===== src/pkg/ixd_pkg.sv =====
/*
  Constants, state codes and small helpers for the indexed postbyte decoder.
  Assumes a single 40 MHz core clock and an AHB-Lite register port.
*/
// Functional notes
// - Postbyte follows opcode, then zero, one or two extension bytes per encoding.
// - base_select 00 first index, 01 second index, 10 stack, 11 program counter.
// - Short form adds signed 5-bit postbyte offset, -16..+15, no extension byte.
// - 111rr0zs with long flag clear: sign bit plus one extension byte, -256..+255.
// - Long flag set, sign clear: 16-bit offset from two extension bytes added to base.
// - Sixteen-bit offset addition wraps modulo 65536; signedness does not matter.
// - 111rr011: base plus 16-bit offset addresses a pointer that becomes operand address.
// - Auto-modify: deferred_change 0 pre, 1 post; 0000..0111 is +1..+8, 1111..1000 is -1..-8.
// - Auto-modify applies only to both index registers and stack pointer, never PC.
// - 111rr1aa: aa 00 and 01 add 8-bit accumulator, 10 adds 16-bit, all unsigned.
// - 111rr111: base plus 16-bit accumulator addresses a pointer used as operand address.
// - Constant-offset forms leave the base register unchanged.
// - Load-effective-address instructions write the address to their target, no access.
// - Stack pointer is legal base everywhere; PC everywhere except auto-modify.
// - Every mode combines a 16-bit register with postbyte data into 16-bit address.
// - Pre-modify accesses with updated value; post-modify accesses original then updates.
// - Sixteen-bit memory values: lower address byte is the high half.
// - PC base equals the address just after the instruction's last byte.
package ixd_pkg;

  // Register offsets (byte addresses)
  localparam logic [7:0] IXD_CTRL_OFS = 8'h00;
  localparam logic [7:0] IXD_STAT_OFS = 8'h04;
  localparam logic [7:0] IXD_EA_OFS   = 8'h08;
  localparam logic [7:0] IXD_CNT_OFS  = 8'h0C;
  localparam int         IXD_CTRL_EN  = 0;
  localparam logic       IXD_EN_RST   = 1'b1;
  localparam int         IXD_ST_BUSY  = 0;
  localparam int         IXD_ST_IND   = 8;
  localparam int         IXD_ST_AUTO  = 9;

  // Postbyte layout
  localparam int         IXD_PB_SHORT = 5;
  localparam int         IXD_PB_PRE   = 4;
  localparam int         IXD_PB_ACC   = 2;
  localparam int         IXD_PB_LONG  = 1;
  localparam logic [2:0] IXD_PB_EXTTAG = 3'h7;

  localparam logic [1:0] IXD_BASE_FIRST  = 2'h0;
  localparam logic [1:0] IXD_BASE_SECOND = 2'h1;
  localparam logic [1:0] IXD_BASE_STACK  = 2'h2;
  localparam logic [1:0] IXD_BASE_PC     = 2'h3;

  localparam logic [1:0] IXD_ACC_A    = 2'h0;
  localparam logic [1:0] IXD_ACC_B    = 2'h1;
  localparam logic [1:0] IXD_ACC_D    = 2'h2;
  localparam logic [1:0] IXD_ACC_DIND = 2'h3;

  localparam logic [1:0] IXD_LEA_NONE   = 2'h0;
  localparam logic [1:0] IXD_LEA_STACK  = 2'h1;
  localparam logic [1:0] IXD_LEA_FIRST  = 2'h2;
  localparam logic [1:0] IXD_LEA_SECOND = 2'h3;

  typedef enum logic [3:0] {
    IXD_IDLE   = 4'h0,
    IXD_GET_PB = 4'h1,
    IXD_EXT1   = 4'h2,
    IXD_EXT2   = 4'h3,
    IXD_CALC   = 4'h4,
    IXD_PTR_HI = 4'h5,
    IXD_PTR_LO = 4'h6,
    IXD_FIN    = 4'h7
  } ixd_state_t;

  function automatic logic [1:0] ixd_ext_count(input logic [7:0] pb);
    if (!pb[IXD_PB_SHORT] || pb[7:5] != IXD_PB_EXTTAG || pb[IXD_PB_ACC])
      return 2'h0;
    return pb[IXD_PB_LONG] ? 2'h2 : 2'h1;
  endfunction : ixd_ext_count

  function automatic logic [1:0] ixd_base_sel(input logic [7:0] pb);
    return (pb[IXD_PB_SHORT] && pb[7:5] == IXD_PB_EXTTAG) ? pb[4:3] : pb[7:6];
  endfunction : ixd_base_sel

  function automatic logic [1:0] ixd_lea_base(input logic [1:0] tgt);
    logic [1:0] b;
    b = IXD_BASE_STACK;
    if (tgt == IXD_LEA_FIRST) b = IXD_BASE_FIRST;
    if (tgt == IXD_LEA_SECOND) b = IXD_BASE_SECOND;
    return b;
  endfunction : ixd_lea_base

endpackage : ixd_pkg


===== src/hw/ixd_ea_calc.sv =====
/*
  Combinational offset former and adder for one indexed postbyte.
  Assumes the postbyte, extension bytes and base value are held stable by the caller.
*/
`timescale 1ns/1ps
module ixd_ea_calc
  import ixd_pkg::*;
(
  // Decoded instruction bytes
  input  wire logic [7:0]  postbyte,
  input  wire logic [7:0]  ext_hi,
  input  wire logic [7:0]  ext_lo,
  // Operands
  input  wire logic [15:0] base,
  input  wire logic [7:0]  acc_a,
  input  wire logic [7:0]  acc_b,
  // Results
  output logic      [15:0] ea,
  output logic      [15:0] mod_value,
  output logic             is_auto,
  output logic             is_pre,
  output logic             is_indirect
);
  logic [15:0] step;
  logic [15:0] off;
  logic [15:0] sum;

  always_comb begin
    step = 16'h0000;
    off = 16'h0000;
    is_auto = 1'b0;
    is_pre = 1'b0;
    is_indirect = 1'b0;
    // Negative codes sign-extend directly; positive ones are biased so zero never occurs
    if (postbyte[3]) begin
      step = {12'hFFF, postbyte[3:0]};
    end else begin
      step = {12'h000, postbyte[3:0]} + 16'h0001;
    end
    if (!postbyte[IXD_PB_SHORT]) begin
      off = {{11{postbyte[4]}}, postbyte[4:0]};
    end else if (postbyte[7:5] != IXD_PB_EXTTAG) begin
      // Base field 11 here would be the extended tag, so PC can never be auto-modified
      is_auto = 1'b1;
      is_pre = !postbyte[IXD_PB_PRE];
      off = step;
    end else if (!postbyte[IXD_PB_ACC]) begin
      if (!postbyte[IXD_PB_LONG]) begin
        off = {{7{postbyte[0]}}, postbyte[0], ext_hi};
      end else begin
        off = {ext_hi, ext_lo};
      end
      is_indirect = postbyte[IXD_PB_LONG] & postbyte[0];
    end else begin
      unique case (postbyte[1:0])
        IXD_ACC_A: begin
          off = {8'h00, acc_a};
        end
        IXD_ACC_B: begin
          off = {8'h00, acc_b};
        end
        IXD_ACC_D, IXD_ACC_DIND: begin
          off = {acc_a, acc_b};
        end
      endcase
      is_indirect = (postbyte[1:0] == IXD_ACC_DIND);
    end
    sum = base + off;
    mod_value = is_auto ? sum : base;
    ea = (is_auto && !is_pre) ? base : sum;
  end

endmodule : ixd_ea_calc


===== src/hw/ixd_decoder.sv =====
/*
  Indexed postbyte decoder: takes the postbyte and extension bytes, forms the
  effective address, fetches indirect pointers and reports register updates.
  Assumes the register file holds its values steady while a decode is busy,
  and that the byte stream, memory port and AHB-Lite master share hclk.
*/
// Added by the designer: the AHB-Lite slave port and the register addresses.
`timescale 1ns/1ps
module ixd_decoder
  import ixd_pkg::*;
(
  // Clock and reset
  input  wire logic        hclk,
  input  wire logic        hresetn,
  // AHB-Lite slave
  input  wire logic        hsel,
  input  wire logic [31:0] haddr,
  input  wire logic [1:0]  htrans,
  input  wire logic        hwrite,
  input  wire logic [2:0]  hsize,
  input  wire logic [31:0] hwdata,
  input  wire logic        hready,
  output logic             hreadyout,
  output logic             hresp,
  output logic      [31:0] hrdata,
  // Decode request
  input  wire logic        dec_start,
  input  wire logic [1:0]  dec_lea,
  input  wire logic [15:0] pc_pb,
  output logic             dec_busy,
  // Instruction byte stream
  input  wire logic        ib_valid,
  input  wire logic [7:0]  ib_data,
  output logic             ib_ready,
  // Register file values
  input  wire logic [15:0] reg_first,
  input  wire logic [15:0] reg_second,
  input  wire logic [15:0] reg_stack,
  input  wire logic [7:0]  acc_a,
  input  wire logic [7:0]  acc_b,
  // Pointer read port
  output logic             mem_req,
  output logic      [15:0] mem_addr,
  input  wire logic        mem_ack,
  input  wire logic [7:0]  mem_rdata,
  // Results
  output logic             ea_valid,
  output logic      [15:0] ea_addr,
  output logic             mod_valid,
  output logic      [1:0]  mod_sel,
  output logic      [15:0] mod_value,
  output logic             lea_valid,
  output logic      [1:0]  lea_sel,
  output logic      [15:0] lea_value
);

  typedef struct packed {
    ixd_state_t  st;
    logic [7:0]  pb;
    logic [7:0]  ext_hi;
    logic [7:0]  ext_lo;
    logic [1:0]  cnt;
    logic [1:0]  lea;
    logic [15:0] pc;
    logic [15:0] base;
    logic [15:0] ea;
    logic [15:0] modv;
    logic [7:0]  ptr_hi;
    logic        auto;
    logic        pre;
    logic        ind;
    logic        enable;
    logic [15:0] count;
    logic        wr_pend;
    logic [7:0]  wr_addr;
    logic [31:0] rdata;
  } ixd_regs_t;

  ixd_regs_t s;
  ixd_regs_t next_s;

  logic [1:0]  bsel;
  logic [15:0] base_val;
  logic [15:0] c_ea;
  logic [15:0] c_mod;
  logic        c_auto;
  logic        c_pre;
  logic        c_ind;
  logic        fin;
  logic        is_lea;
  logic        lea_same;
  logic        ahb_take;
  logic [31:0] rd_mux;

  assign bsel = ixd_base_sel(s.pb);
  assign fin = (s.st == IXD_FIN);
  assign is_lea = (s.lea != IXD_LEA_NONE);
  assign lea_same = is_lea && (ixd_lea_base(s.lea) == bsel);
  assign ahb_take = hsel && hready && htrans[1];

  always_comb begin
    unique case (bsel)
      IXD_BASE_FIRST: begin
        base_val = reg_first;
      end
      IXD_BASE_SECOND: begin
        base_val = reg_second;
      end
      IXD_BASE_STACK: begin
        base_val = reg_stack;
      end
      IXD_BASE_PC: begin
        // PC points past the postbyte and every extension byte
        base_val = s.pc + 16'h0001 + {14'h0000, s.cnt};
      end
    endcase
  end

  ixd_ea_calc u_calc (
    .postbyte    (s.pb),
    .ext_hi      (s.ext_hi),
    .ext_lo      (s.ext_lo),
    .base        (base_val),
    .acc_a       (acc_a),
    .acc_b       (acc_b),
    .ea          (c_ea),
    .mod_value   (c_mod),
    .is_auto     (c_auto),
    .is_pre      (c_pre),
    .is_indirect (c_ind)
  );

  always_comb begin
    rd_mux = 32'h0000_0000;
    unique case (haddr[7:0])
      IXD_CTRL_OFS: begin
        rd_mux[IXD_CTRL_EN] = s.enable;
      end
      IXD_STAT_OFS: begin
        rd_mux[IXD_ST_BUSY] = (s.st != IXD_IDLE);
        // Live state code lets software spot a fetch stalled on the byte stream
        rd_mux[7:4] = s.st;
        rd_mux[IXD_ST_IND] = s.ind;
        rd_mux[IXD_ST_AUTO] = s.auto;
      end
      IXD_EA_OFS: begin
        rd_mux[15:0] = s.ea;
      end
      IXD_CNT_OFS: begin
        rd_mux[15:0] = s.count;
      end
      default: begin
        rd_mux = 32'h0000_0000;
      end
    endcase
    if (haddr[31:8] != 24'h00_0000) begin
      rd_mux = 32'h0000_0000;
    end
  end

  always_comb begin
    next_s = s;
    // Register port: address phase captured here, write data lands one cycle later
    next_s.wr_pend = ahb_take && hwrite;
    next_s.wr_addr = haddr[7:0];
    if (ahb_take && !hwrite) begin
      next_s.rdata = rd_mux;
    end
    if (s.wr_pend && s.wr_addr == IXD_CTRL_OFS) begin
      next_s.enable = hwdata[IXD_CTRL_EN];
    end
    unique case (s.st)
      IXD_IDLE: begin
        if (dec_start && s.enable) begin
          next_s.lea = dec_lea;
          // Latched so the PC base cannot drift if the fetch pointer moves on
          next_s.pc = pc_pb;
          next_s.st = IXD_GET_PB;
        end
      end
      IXD_GET_PB: begin
        if (ib_valid) begin
          next_s.pb = ib_data;
          next_s.ext_hi = 8'h00;
          next_s.ext_lo = 8'h00;
          next_s.cnt = ixd_ext_count(ib_data);
          next_s.st = (ixd_ext_count(ib_data) == 2'h0) ? IXD_CALC : IXD_EXT1;
        end
      end
      IXD_EXT1: begin
        if (ib_valid) begin
          next_s.ext_hi = ib_data;
          next_s.st = (s.cnt == 2'h2) ? IXD_EXT2 : IXD_CALC;
        end
      end
      IXD_EXT2: begin
        if (ib_valid) begin
          next_s.ext_lo = ib_data;
          next_s.st = IXD_CALC;
        end
      end
      IXD_CALC: begin
        next_s.base = base_val;
        next_s.ea = c_ea;
        next_s.modv = c_mod;
        next_s.auto = c_auto;
        next_s.pre = c_pre;
        next_s.ind = c_ind;
        next_s.st = c_ind ? IXD_PTR_HI : IXD_FIN;
      end
      IXD_PTR_HI: begin
        if (mem_ack) begin
          next_s.ptr_hi = mem_rdata;
          next_s.st = IXD_PTR_LO;
        end
      end
      IXD_PTR_LO: begin
        if (mem_ack) begin
          next_s.ea = {s.ptr_hi, mem_rdata};
          next_s.st = IXD_FIN;
        end
      end
      IXD_FIN: begin
        next_s.count = s.count + 16'h0001;
        next_s.st = IXD_IDLE;
      end
      default: begin
        next_s.st = IXD_IDLE;
      end
    endcase
  end

  always_ff @(posedge hclk or negedge hresetn) begin
    if (!hresetn) begin
      s <= '0;
      s.st <= IXD_IDLE;
      s.enable <= IXD_EN_RST;
    end else begin
      s <= next_s;
    end
  end

  // Zero-wait slave: every transfer completes in its first data-phase cycle
  assign hreadyout = 1'b1;
  assign hresp = 1'b0;
  assign hrdata = s.rdata;

  assign dec_busy = (s.st != IXD_IDLE);
  assign ib_ready = (s.st == IXD_GET_PB) || (s.st == IXD_EXT1) || (s.st == IXD_EXT2);
  assign mem_req = (s.st == IXD_PTR_HI) || (s.st == IXD_PTR_LO);
  assign mem_addr = (s.st == IXD_PTR_LO) ? s.ea + 16'h0001 : s.ea;

  // Address-load instructions report the address instead of accessing memory
  assign ea_valid = fin && !is_lea;
  assign ea_addr = s.ea;
  assign lea_valid = fin && is_lea;
  assign lea_sel = ixd_lea_base(s.lea);
  assign lea_value = s.ea;
  // When the load target is the modified register, the load value wins
  assign mod_valid = fin && s.auto && !lea_same;
  assign mod_sel = bsel;
  assign mod_value = s.modv;

  short_no_ext_a: assert property (@(posedge hclk) disable iff (!hresetn)
    (s.st == IXD_GET_PB && ib_valid && !ib_data[IXD_PB_SHORT]) |=> s.st == IXD_CALC)
    else $error("short form consumed an extension byte");

  long_two_ext_a: assert property (@(posedge hclk) disable iff (!hresetn)
    (s.st == IXD_GET_PB && ib_valid && ib_data[7:5] == IXD_PB_EXTTAG
     && ib_data[2:1] == 2'h1) |=> s.st == IXD_EXT1 && s.cnt == 2'h2)
    else $error("long offset did not fetch two bytes");

  ext_second_a: assert property (@(posedge hclk) disable iff (!hresetn)
    (s.st == IXD_EXT1 && ib_valid && s.cnt == 2'h2) |=> s.st == IXD_EXT2)
    else $error("second extension byte not fetched");

  ext_last_a: assert property (@(posedge hclk) disable iff (!hresetn)
    (s.st == IXD_EXT2 && ib_valid) |=> s.st == IXD_CALC)
    else $error("extra byte fetched after two extensions");

  nine_one_ext_a: assert property (@(posedge hclk) disable iff (!hresetn)
    (s.st == IXD_GET_PB && ib_valid && ib_data[7:5] == IXD_PB_EXTTAG
     && ib_data[2:1] == 2'h0) |=> s.st == IXD_EXT1 && s.cnt == 2'h1)
    else $error("nine-bit offset did not fetch one byte");

  acc_no_ext_a: assert property (@(posedge hclk) disable iff (!hresetn)
    (s.st == IXD_GET_PB && ib_valid && ib_data[7:5] == IXD_PB_EXTTAG
     && ib_data[IXD_PB_ACC]) |=> s.st == IXD_CALC)
    else $error("accumulator form consumed an extension byte");

  ptr_endian_a: assert property (@(posedge hclk) disable iff (!hresetn)
    (s.st == IXD_PTR_LO && mem_ack) |=> ea_addr == {$past(s.ptr_hi), $past(mem_rdata)})
    else $error("pointer bytes assembled in wrong order");

  ptr_next_byte_a: assert property (@(posedge hclk) disable iff (!hresetn)
    (s.st == IXD_PTR_HI && mem_ack) |=> mem_addr == $past(mem_addr) + 16'h0001)
    else $error("second pointer byte not at next address");

  pc_base_a: assert property (@(posedge hclk) disable iff (!hresetn)
    (s.st == IXD_CALC && bsel == IXD_BASE_PC)
      |-> base_val == pc_pb + 16'h0001 + {14'h0000, s.cnt})
    else $error("program counter base not past instruction end");

  no_pc_modify_a: assert property (@(posedge hclk) disable iff (!hresetn)
    mod_valid |-> mod_sel != IXD_BASE_PC)
    else $error("program counter auto-modified");

  const_keeps_base_a: assert property (@(posedge hclk) disable iff (!hresetn)
    (fin && !s.auto) |-> !mod_valid && s.modv == s.base)
    else $error("constant form changed base register");

  pre_post_a: assert property (@(posedge hclk) disable iff (!hresetn)
    (fin && s.auto) |-> (s.pre ? ea_addr == s.modv : ea_addr == s.base))
    else $error("pre or post modify used wrong address");

  step_nonzero_a: assert property (@(posedge hclk) disable iff (!hresetn)
    (fin && s.auto) |-> s.modv != s.base)
    else $error("auto-modify step of zero");

  // Offset checks recompute the sum from the sampled inputs; the pointer-read check compares against the adder output c_ea
  lea_no_access_a: assert property (@(posedge hclk) disable iff (!hresetn)
    (dec_busy && is_lea) |-> !ea_valid)
    else $error("address-load produced a memory access");

  ind_read_a: assert property (@(posedge hclk) disable iff (!hresetn)
    (s.st == IXD_CALC && c_ind) |=> mem_req && mem_addr == $past(c_ea))
    else $error("indirect form did not read the pointer");

  short_offset_a: assert property (@(posedge hclk) disable iff (!hresetn)
    (s.st == IXD_CALC && !s.pb[IXD_PB_SHORT])
      |=> ea_addr == $past(base_val) + {{11{$past(s.pb[4])}}, $past(s.pb[4:0])})
    else $error("short offset added wrongly");

  acc_unsigned_a: assert property (@(posedge hclk) disable iff (!hresetn)
    (s.st == IXD_CALC && s.pb[7:5] == IXD_PB_EXTTAG && s.pb[2:0] == 3'h4)
      |=> ea_addr == $past(base_val) + {8'h00, $past(acc_a)})
    else $error("accumulator offset not unsigned");

  indirect_cov: cover property (@(posedge hclk) disable iff (!hresetn)
    s.st == IXD_PTR_LO && mem_ack);
  auto_cov: cover property (@(posedge hclk) disable iff (!hresetn) mod_valid);
  lea_cov: cover property (@(posedge hclk) disable iff (!hresetn) lea_valid);
  nine_bit_cov: cover property (@(posedge hclk) disable iff (!hresetn)
    fin && s.cnt == 2'h1);
  long_cov: cover property (@(posedge hclk) disable iff (!hresetn)
    fin && s.cnt == 2'h2 && !s.ind);

endmodule : ixd_decoder


===== config.mk =====
export PLATFORM = sky130hd
export DESIGN_NAME = ixd_decoder
export DESIGN_NICKNAME = d
export VERILOG_FILES = /design/src/pkg/ixd_pkg.sv /design/src/hw/ixd_ea_calc.sv /design/src/hw/ixd_decoder.sv
export SDC_FILE = /design/constraint.sdc
export NUM_CORES = 1
export LEC_CHECK = 0
export BUFFER_PORTS_ARGS = -buffer_cell sky130_fd_sc_hd__buf_2
export CORE_MARGIN = 5
export CORE_UTILIZATION = 30
export CTS_CLUSTER_DIAMETER = 100
export DETAILED_ROUTE_END_ITERATION = 8
export PLACE_DENSITY_LB_ADDON = 0.25
export SLEW_MARGIN = 20
export SYNTH_ARGS = -nofsm -noshare
export SYNTH_HDL_FRONTEND = slang
export SYNTH_HIERARCHICAL = 1
export SYNTH_SLANG_ARGS = --single-unit

===== constraint.sdc =====
create_clock -name hclk -period 5.7 [get_ports hclk]
set_input_delay 0.57 -clock hclk [delete_from_list [all_inputs] [get_ports hclk]]
set_output_delay 0.57 -clock hclk [all_outputs]
set_load 0.05 [all_outputs]

# Word-level counts from Yosys, hierarchy flattened
# Index checks and enable logic that the tools add are counted.
# op_classes
n_reduce_logical	44
addsub	6
eq_ne	29
mux	48
bitwise_logic	1
# op_table
cell	count
$mux 16	10
$pmux 16 s4	1
$add 16x1->16 const B	3
$pmux 16 s3	1
$pmux 16 s2	1
$pmux 8 s2	2
$mux 30	1
$pmux 4 s7	1
$reduce_bool 24->1	1
$mux 4	5
$mux 2	9
$pmux 6 s3	1
$add 16x16->16	1
$add 16x2->16	1
$eq 4x3->1 const B	4
$eq 8x4->1 const B	2
$logic_not 8->1	2
$eq 2x2->1 const B	7
$logic_and 1x1->1	13
$ne 2x2->1 const B	6
$pmux 6 s2	1
$mux 1	10
$eq 4x2->1 const B	2
$eq 8x3->1 const B	1
21 further kinds	42
# totals
out_inout_bits	108
wordCells	145
inputBits	175
regBits	148

# Longest topological paths before layout
# depth
depth_word	13
mapped_depth	21
depth_no_buf	19

# Hierarchy
# Netlist, hierarchy kept.
# modules_own_cells
mod	seq_area_each_um2	area_per_inst_um2	cells_each	instances
ixd_decoder	3279.4	7434.6	749	1
ixd_ea_calc	0.0	1775.5	289	1

# Worst setup path before layout
# Ideal clock, no wire load.
# synth_timing
path_type	register -> register
startpoint	register s[154] (netlist name)
endpoint	register s (netlist bit mod_value[14])
slack_ns	1.612
setup_time_ns	0.125
n_path_buf	3
stages_incl_launch_ff	20
period_less_slack_ns	4.088
t_arrival_ns	3.963
t_required_ns	5.575
cell_sequence	dfrtp_1 > buf_2 > buf_1 > inv_1 > ha_1 > clkbuf_1 > a22oi_1 > a21oi_1 > o22ai_1 > a21oi_1 > ha_1 > fa_1 > a21o_1 > a21oi_2 > o21ai_2 > a211o_1 > a31oi_2 > xor2_1 > o21ai_1 > mux2_2
# synth_between
elab_chain_cells	8
word_cells_on_any_way	14
classes_between	2 x add/sub; 3 x eq/ne; 7 x mux; 2 x reduce/logical
# synth_rtl
element	line_no	source
from (decl)	ixd_decoder.sv:79	ixd_regs_t s;
from (signal assigned)	ixd_decoder.sv:239	s <= next_s;
$eq 2x2->1	ixd_ea_calc.sv:55	unique case (postbyte[1:0])
$reduce_or 2->1	ixd_ea_calc.sv:55	
$pmux 16 s3	ixd_ea_calc.sv:55	
$mux 16	ixd_ea_calc.sv:47	end else if (!postbyte[IXD_PB_ACC]) begin
$mux 16	ixd_ea_calc.sv:42	end else if (postbyte[7:5] != IXD_PB_EXTTAG) begin
$mux 16 (*)	ixd_ea_calc.sv:40	if (!postbyte[IXD_PB_SHORT]) begin
$add 16x16->16 (*)	ixd_ea_calc.sv:68	sum = base + off;
$mux 16 (*)	ixd_ea_calc.sv:69	mod_value = is_auto ? sum : base;
net c_mod[14]	ixd_decoder.sv:85	logic [15:0] c_mod;
# The timed path passes the listed nets; every way through them passes the cells marked *.
# A chain may end at the register's enable or synchronous reset.

# Worst setup path in the final report
# layout_timing
startpoint	register s[158] (netlist name)
endpoint	register s (netlist bit ea_addr[15])
# layout_between
elab_chain_cells	8
word_cells_on_any_way	20
classes_between	1 x add/sub; 5 x eq/ne; 10 x mux; 4 x reduce/logical
# layout_rtl
element	line_no	source
$eq 3x3->1	ixd_pkg.sv:77	return (pb[IXD_PB_SHORT] && pb[7:5] == IXD_PB_EXTTAG) ? pb[4:3] : pb[7:6];
$logic_and 1x1->1 (*)	ixd_pkg.sv:77	
$mux 2 (*)	ixd_pkg.sv:77	
$eq 2x2->1, or another cell as far along	ixd_decoder.sv:102	unique case (bsel)
$pmux 16 s4 (*)	ixd_decoder.sv:102	
net base_val[2]	ixd_decoder.sv:83	logic [15:0] base_val;
$add 16x16->16 (*)	ixd_ea_calc.sv:68	
$mux 16 (*)	ixd_ea_calc.sv:70	ea = (is_auto && !is_pre) ? base : sum;
net c_ea[15]	ixd_decoder.sv:84	logic [15:0] c_ea;
$pmux 16 s2 (*)	ixd_decoder.sv:172	unique case (s.st)
# Marks and branches as above.

==> impl_metrics.ini <==
[sta]
period_share_pct = 79.99
slew_headroom_pct = 34.54
tns_ps = 0
worst_pin_slew_ps = 982.0
fin_crit_ps = 4560
rsz0062_at_grt = no
final_max_slew_viol_count = 0
hold_viol = 0
fmax_mhz = 219.3
fin_hold_ws_ps = 243.0
setup_viol = 0
skew_ps = 15.30

[global_route]
grt_pass1_wl_um = 44310
antenna_found_initial = 0
grt_pass1_vias = 7719
grt_overflow = 0
grt_max_degree = 103
grt_use_total_pct = 16.86

[synthesis]
postSynthCellCount = 1037
netlist_area_um2 = 9206
post_synth.cell_area_avg_um2 = 8.878
ys.warnings.count = 6

[placed_design]
dp_hpwl_um = 23290
io_buffers = 229
place_congestion = 0.8785

[detailed_routing]
drt-pass1-iter-count = 5
wire_per_inst_um = 18.69
routed_wl_um = 29720
wl_met1_um = 13460
dr.max_layer_used = met4
dr_wl_met2_um = 13940
viasPerCell = 5.048
ant_nets = 0
route.detailed.drc = 0
vias = 8026
drt-initial-drc-count = 510
wl_met3_um = 1925

[worst_setup_path]
crit_path_start_kind = flop
arrival_ps = 4900
worstPathRequired_ps = 6040
end_kind = flop
r2r_start = s[158]
cp_max_fo = 19
reg2reg_depth = 16
reg2reg_slack_ps = 1140
r2r-end = ea_addr[15]
critical_path_class = flop to flop

[cts]
root_buffer = clkbuf_16
path_clk_slew_ps = 70
worstSkewPairLatency_ps = 430
clock_path_buffers = 2
numCtsBuffers = 17
cts_tree = done
cts_resized = 0
htreeDepth = 4
cts_sinks = 131
cts_setup_buffers = 0
cts_hold_buf = 0

[layout]
register_area_um2 = 3279
nFillCells = 3259
drive_gt1_share_pct = 29.90
area_delta_synth_final_pct = 16.70
n_antenna_cell = 0
final_net_count = 1383
multi_input_area_um2 = 5065

[pwr]
powerDensity_nw_per_um2 = 753.5
p_leak_nw = 4.925
vdd_drop_max_mv = 0.2386

[floorplan]
core-area_um2 = 30430
floorplan.die_area_um2 = 34290
rows = 64
ios = 283
chipHeight_um = 185.2
initial_core_util_pct = 30.25
die_w_um = 185.2

[run]
max_cap_viol_count = 0

[worst_hold_path]
min_path_type = primary input to asynchronous set/reset pin

[status]
status = finished, final reports clean
==> worst max-delay path: stages (launching register included) <==
cell and delay [ps]:
dfrtp_1 680, nand2_1 120, o21ai_2 560, buf_4 290, nor2_1 60, a211oi_1 390, a31oi_1 190, ha_1 410
nand3_1 100, o211ai_1 150, a41oi_1 320, nand2_1 120, a221oi_2 360, mux2i_1 270, xor2_1 220, mux2i_1 100
o21ai_1 120
==> sequential cells by signal, indices dropped and copies added (netlist names) <==
signal	cells
hrdata	16
s	83
mod_value	16
ea_addr	16
==> metal layers <==
metal | GRT usage, % | up-vias
met5 | 0 | -
met4 | 3.670 | 0
met3 | 3.260 | 24
met2 | 28.09 | 269
met1 | 22.86 | 3879
li1 | - | 3854
==> layout make-up <==
type	instances	area share, %
Clock buffer	17	3.959
Clock inverter	15	1.712
Inverter	16	0.5590
Multi-Input combinational cell	775	47.14
Sequential cell	131	30.52
Tap cell	396	4.612
Timing Repair Buffer	240	11.49
==> where the power goes <==
part	switching (mW)	internal [mW]	total, mW	leakage [nW]
sequential	0.467	1.26	1.73	1.65
combinational	3.41	1.79	5.21	2.98
clock	0.495	0.665	1.16	0.293
==> worst max-delay path by stage <==
stage / from / to / slack (ps) / depth (start not counted)
finish: s[158] / ea_addr[15] / 1140 / 16
global route: s[158] / ea_addr[15] / 860 / 15
CTS: s[158] / ea_addr[15] / 1180 / 16
detailed placement: s[158] / ea_addr[15] / 1200 / 16
global placement: s[158] / ea_addr[15] / 1270 / 16
floorplan: s[154] / mod_value[14] / 1610 / 19
==> layout by cell type (no fill, tap or decap), types with 8 or more instances in the layout <==
cell type / instances
nor4_1: 10
mux2_2: 55
nand3_1: 23
conb_1: 18
xor2_1: 16
a211oi_1: 15
and3_1: 8
inv_1: 14
nor2b_1: 13
buf_4: 11
dfrtp_1: 130
clkbuf_16: 17
a31oi_1: 10
o21ai_0: 74
nand4_1: 11
ha_1: 25
nand2_1: 184
o21ai_1: 27
nor3_1: 8
nor2_1: 45
buf_2: 228
a21oi_1: 37
a22o_1: 20
xnor2_1: 41
mux2i_1: 30
==> per-stage QoR <==
step           util, %  setup slack [ps]  power (mW)  cell area, um^2  cells
3_5_place_dp     33.31              1203       6.964            10130   1558
4_1_cts          35.31              1183       8.154            10740   1590
5_1_grt          35.31             864.5       8.709            10740   1590
3_3_place_gp     33.31              1272       6.917            10130   1558
2_1_floorplan        -              1612       5.816             9266   1053
6_report         35.31              1140       8.095            10740   1590
No activity file was read; power rests on OpenSTA's default activity.
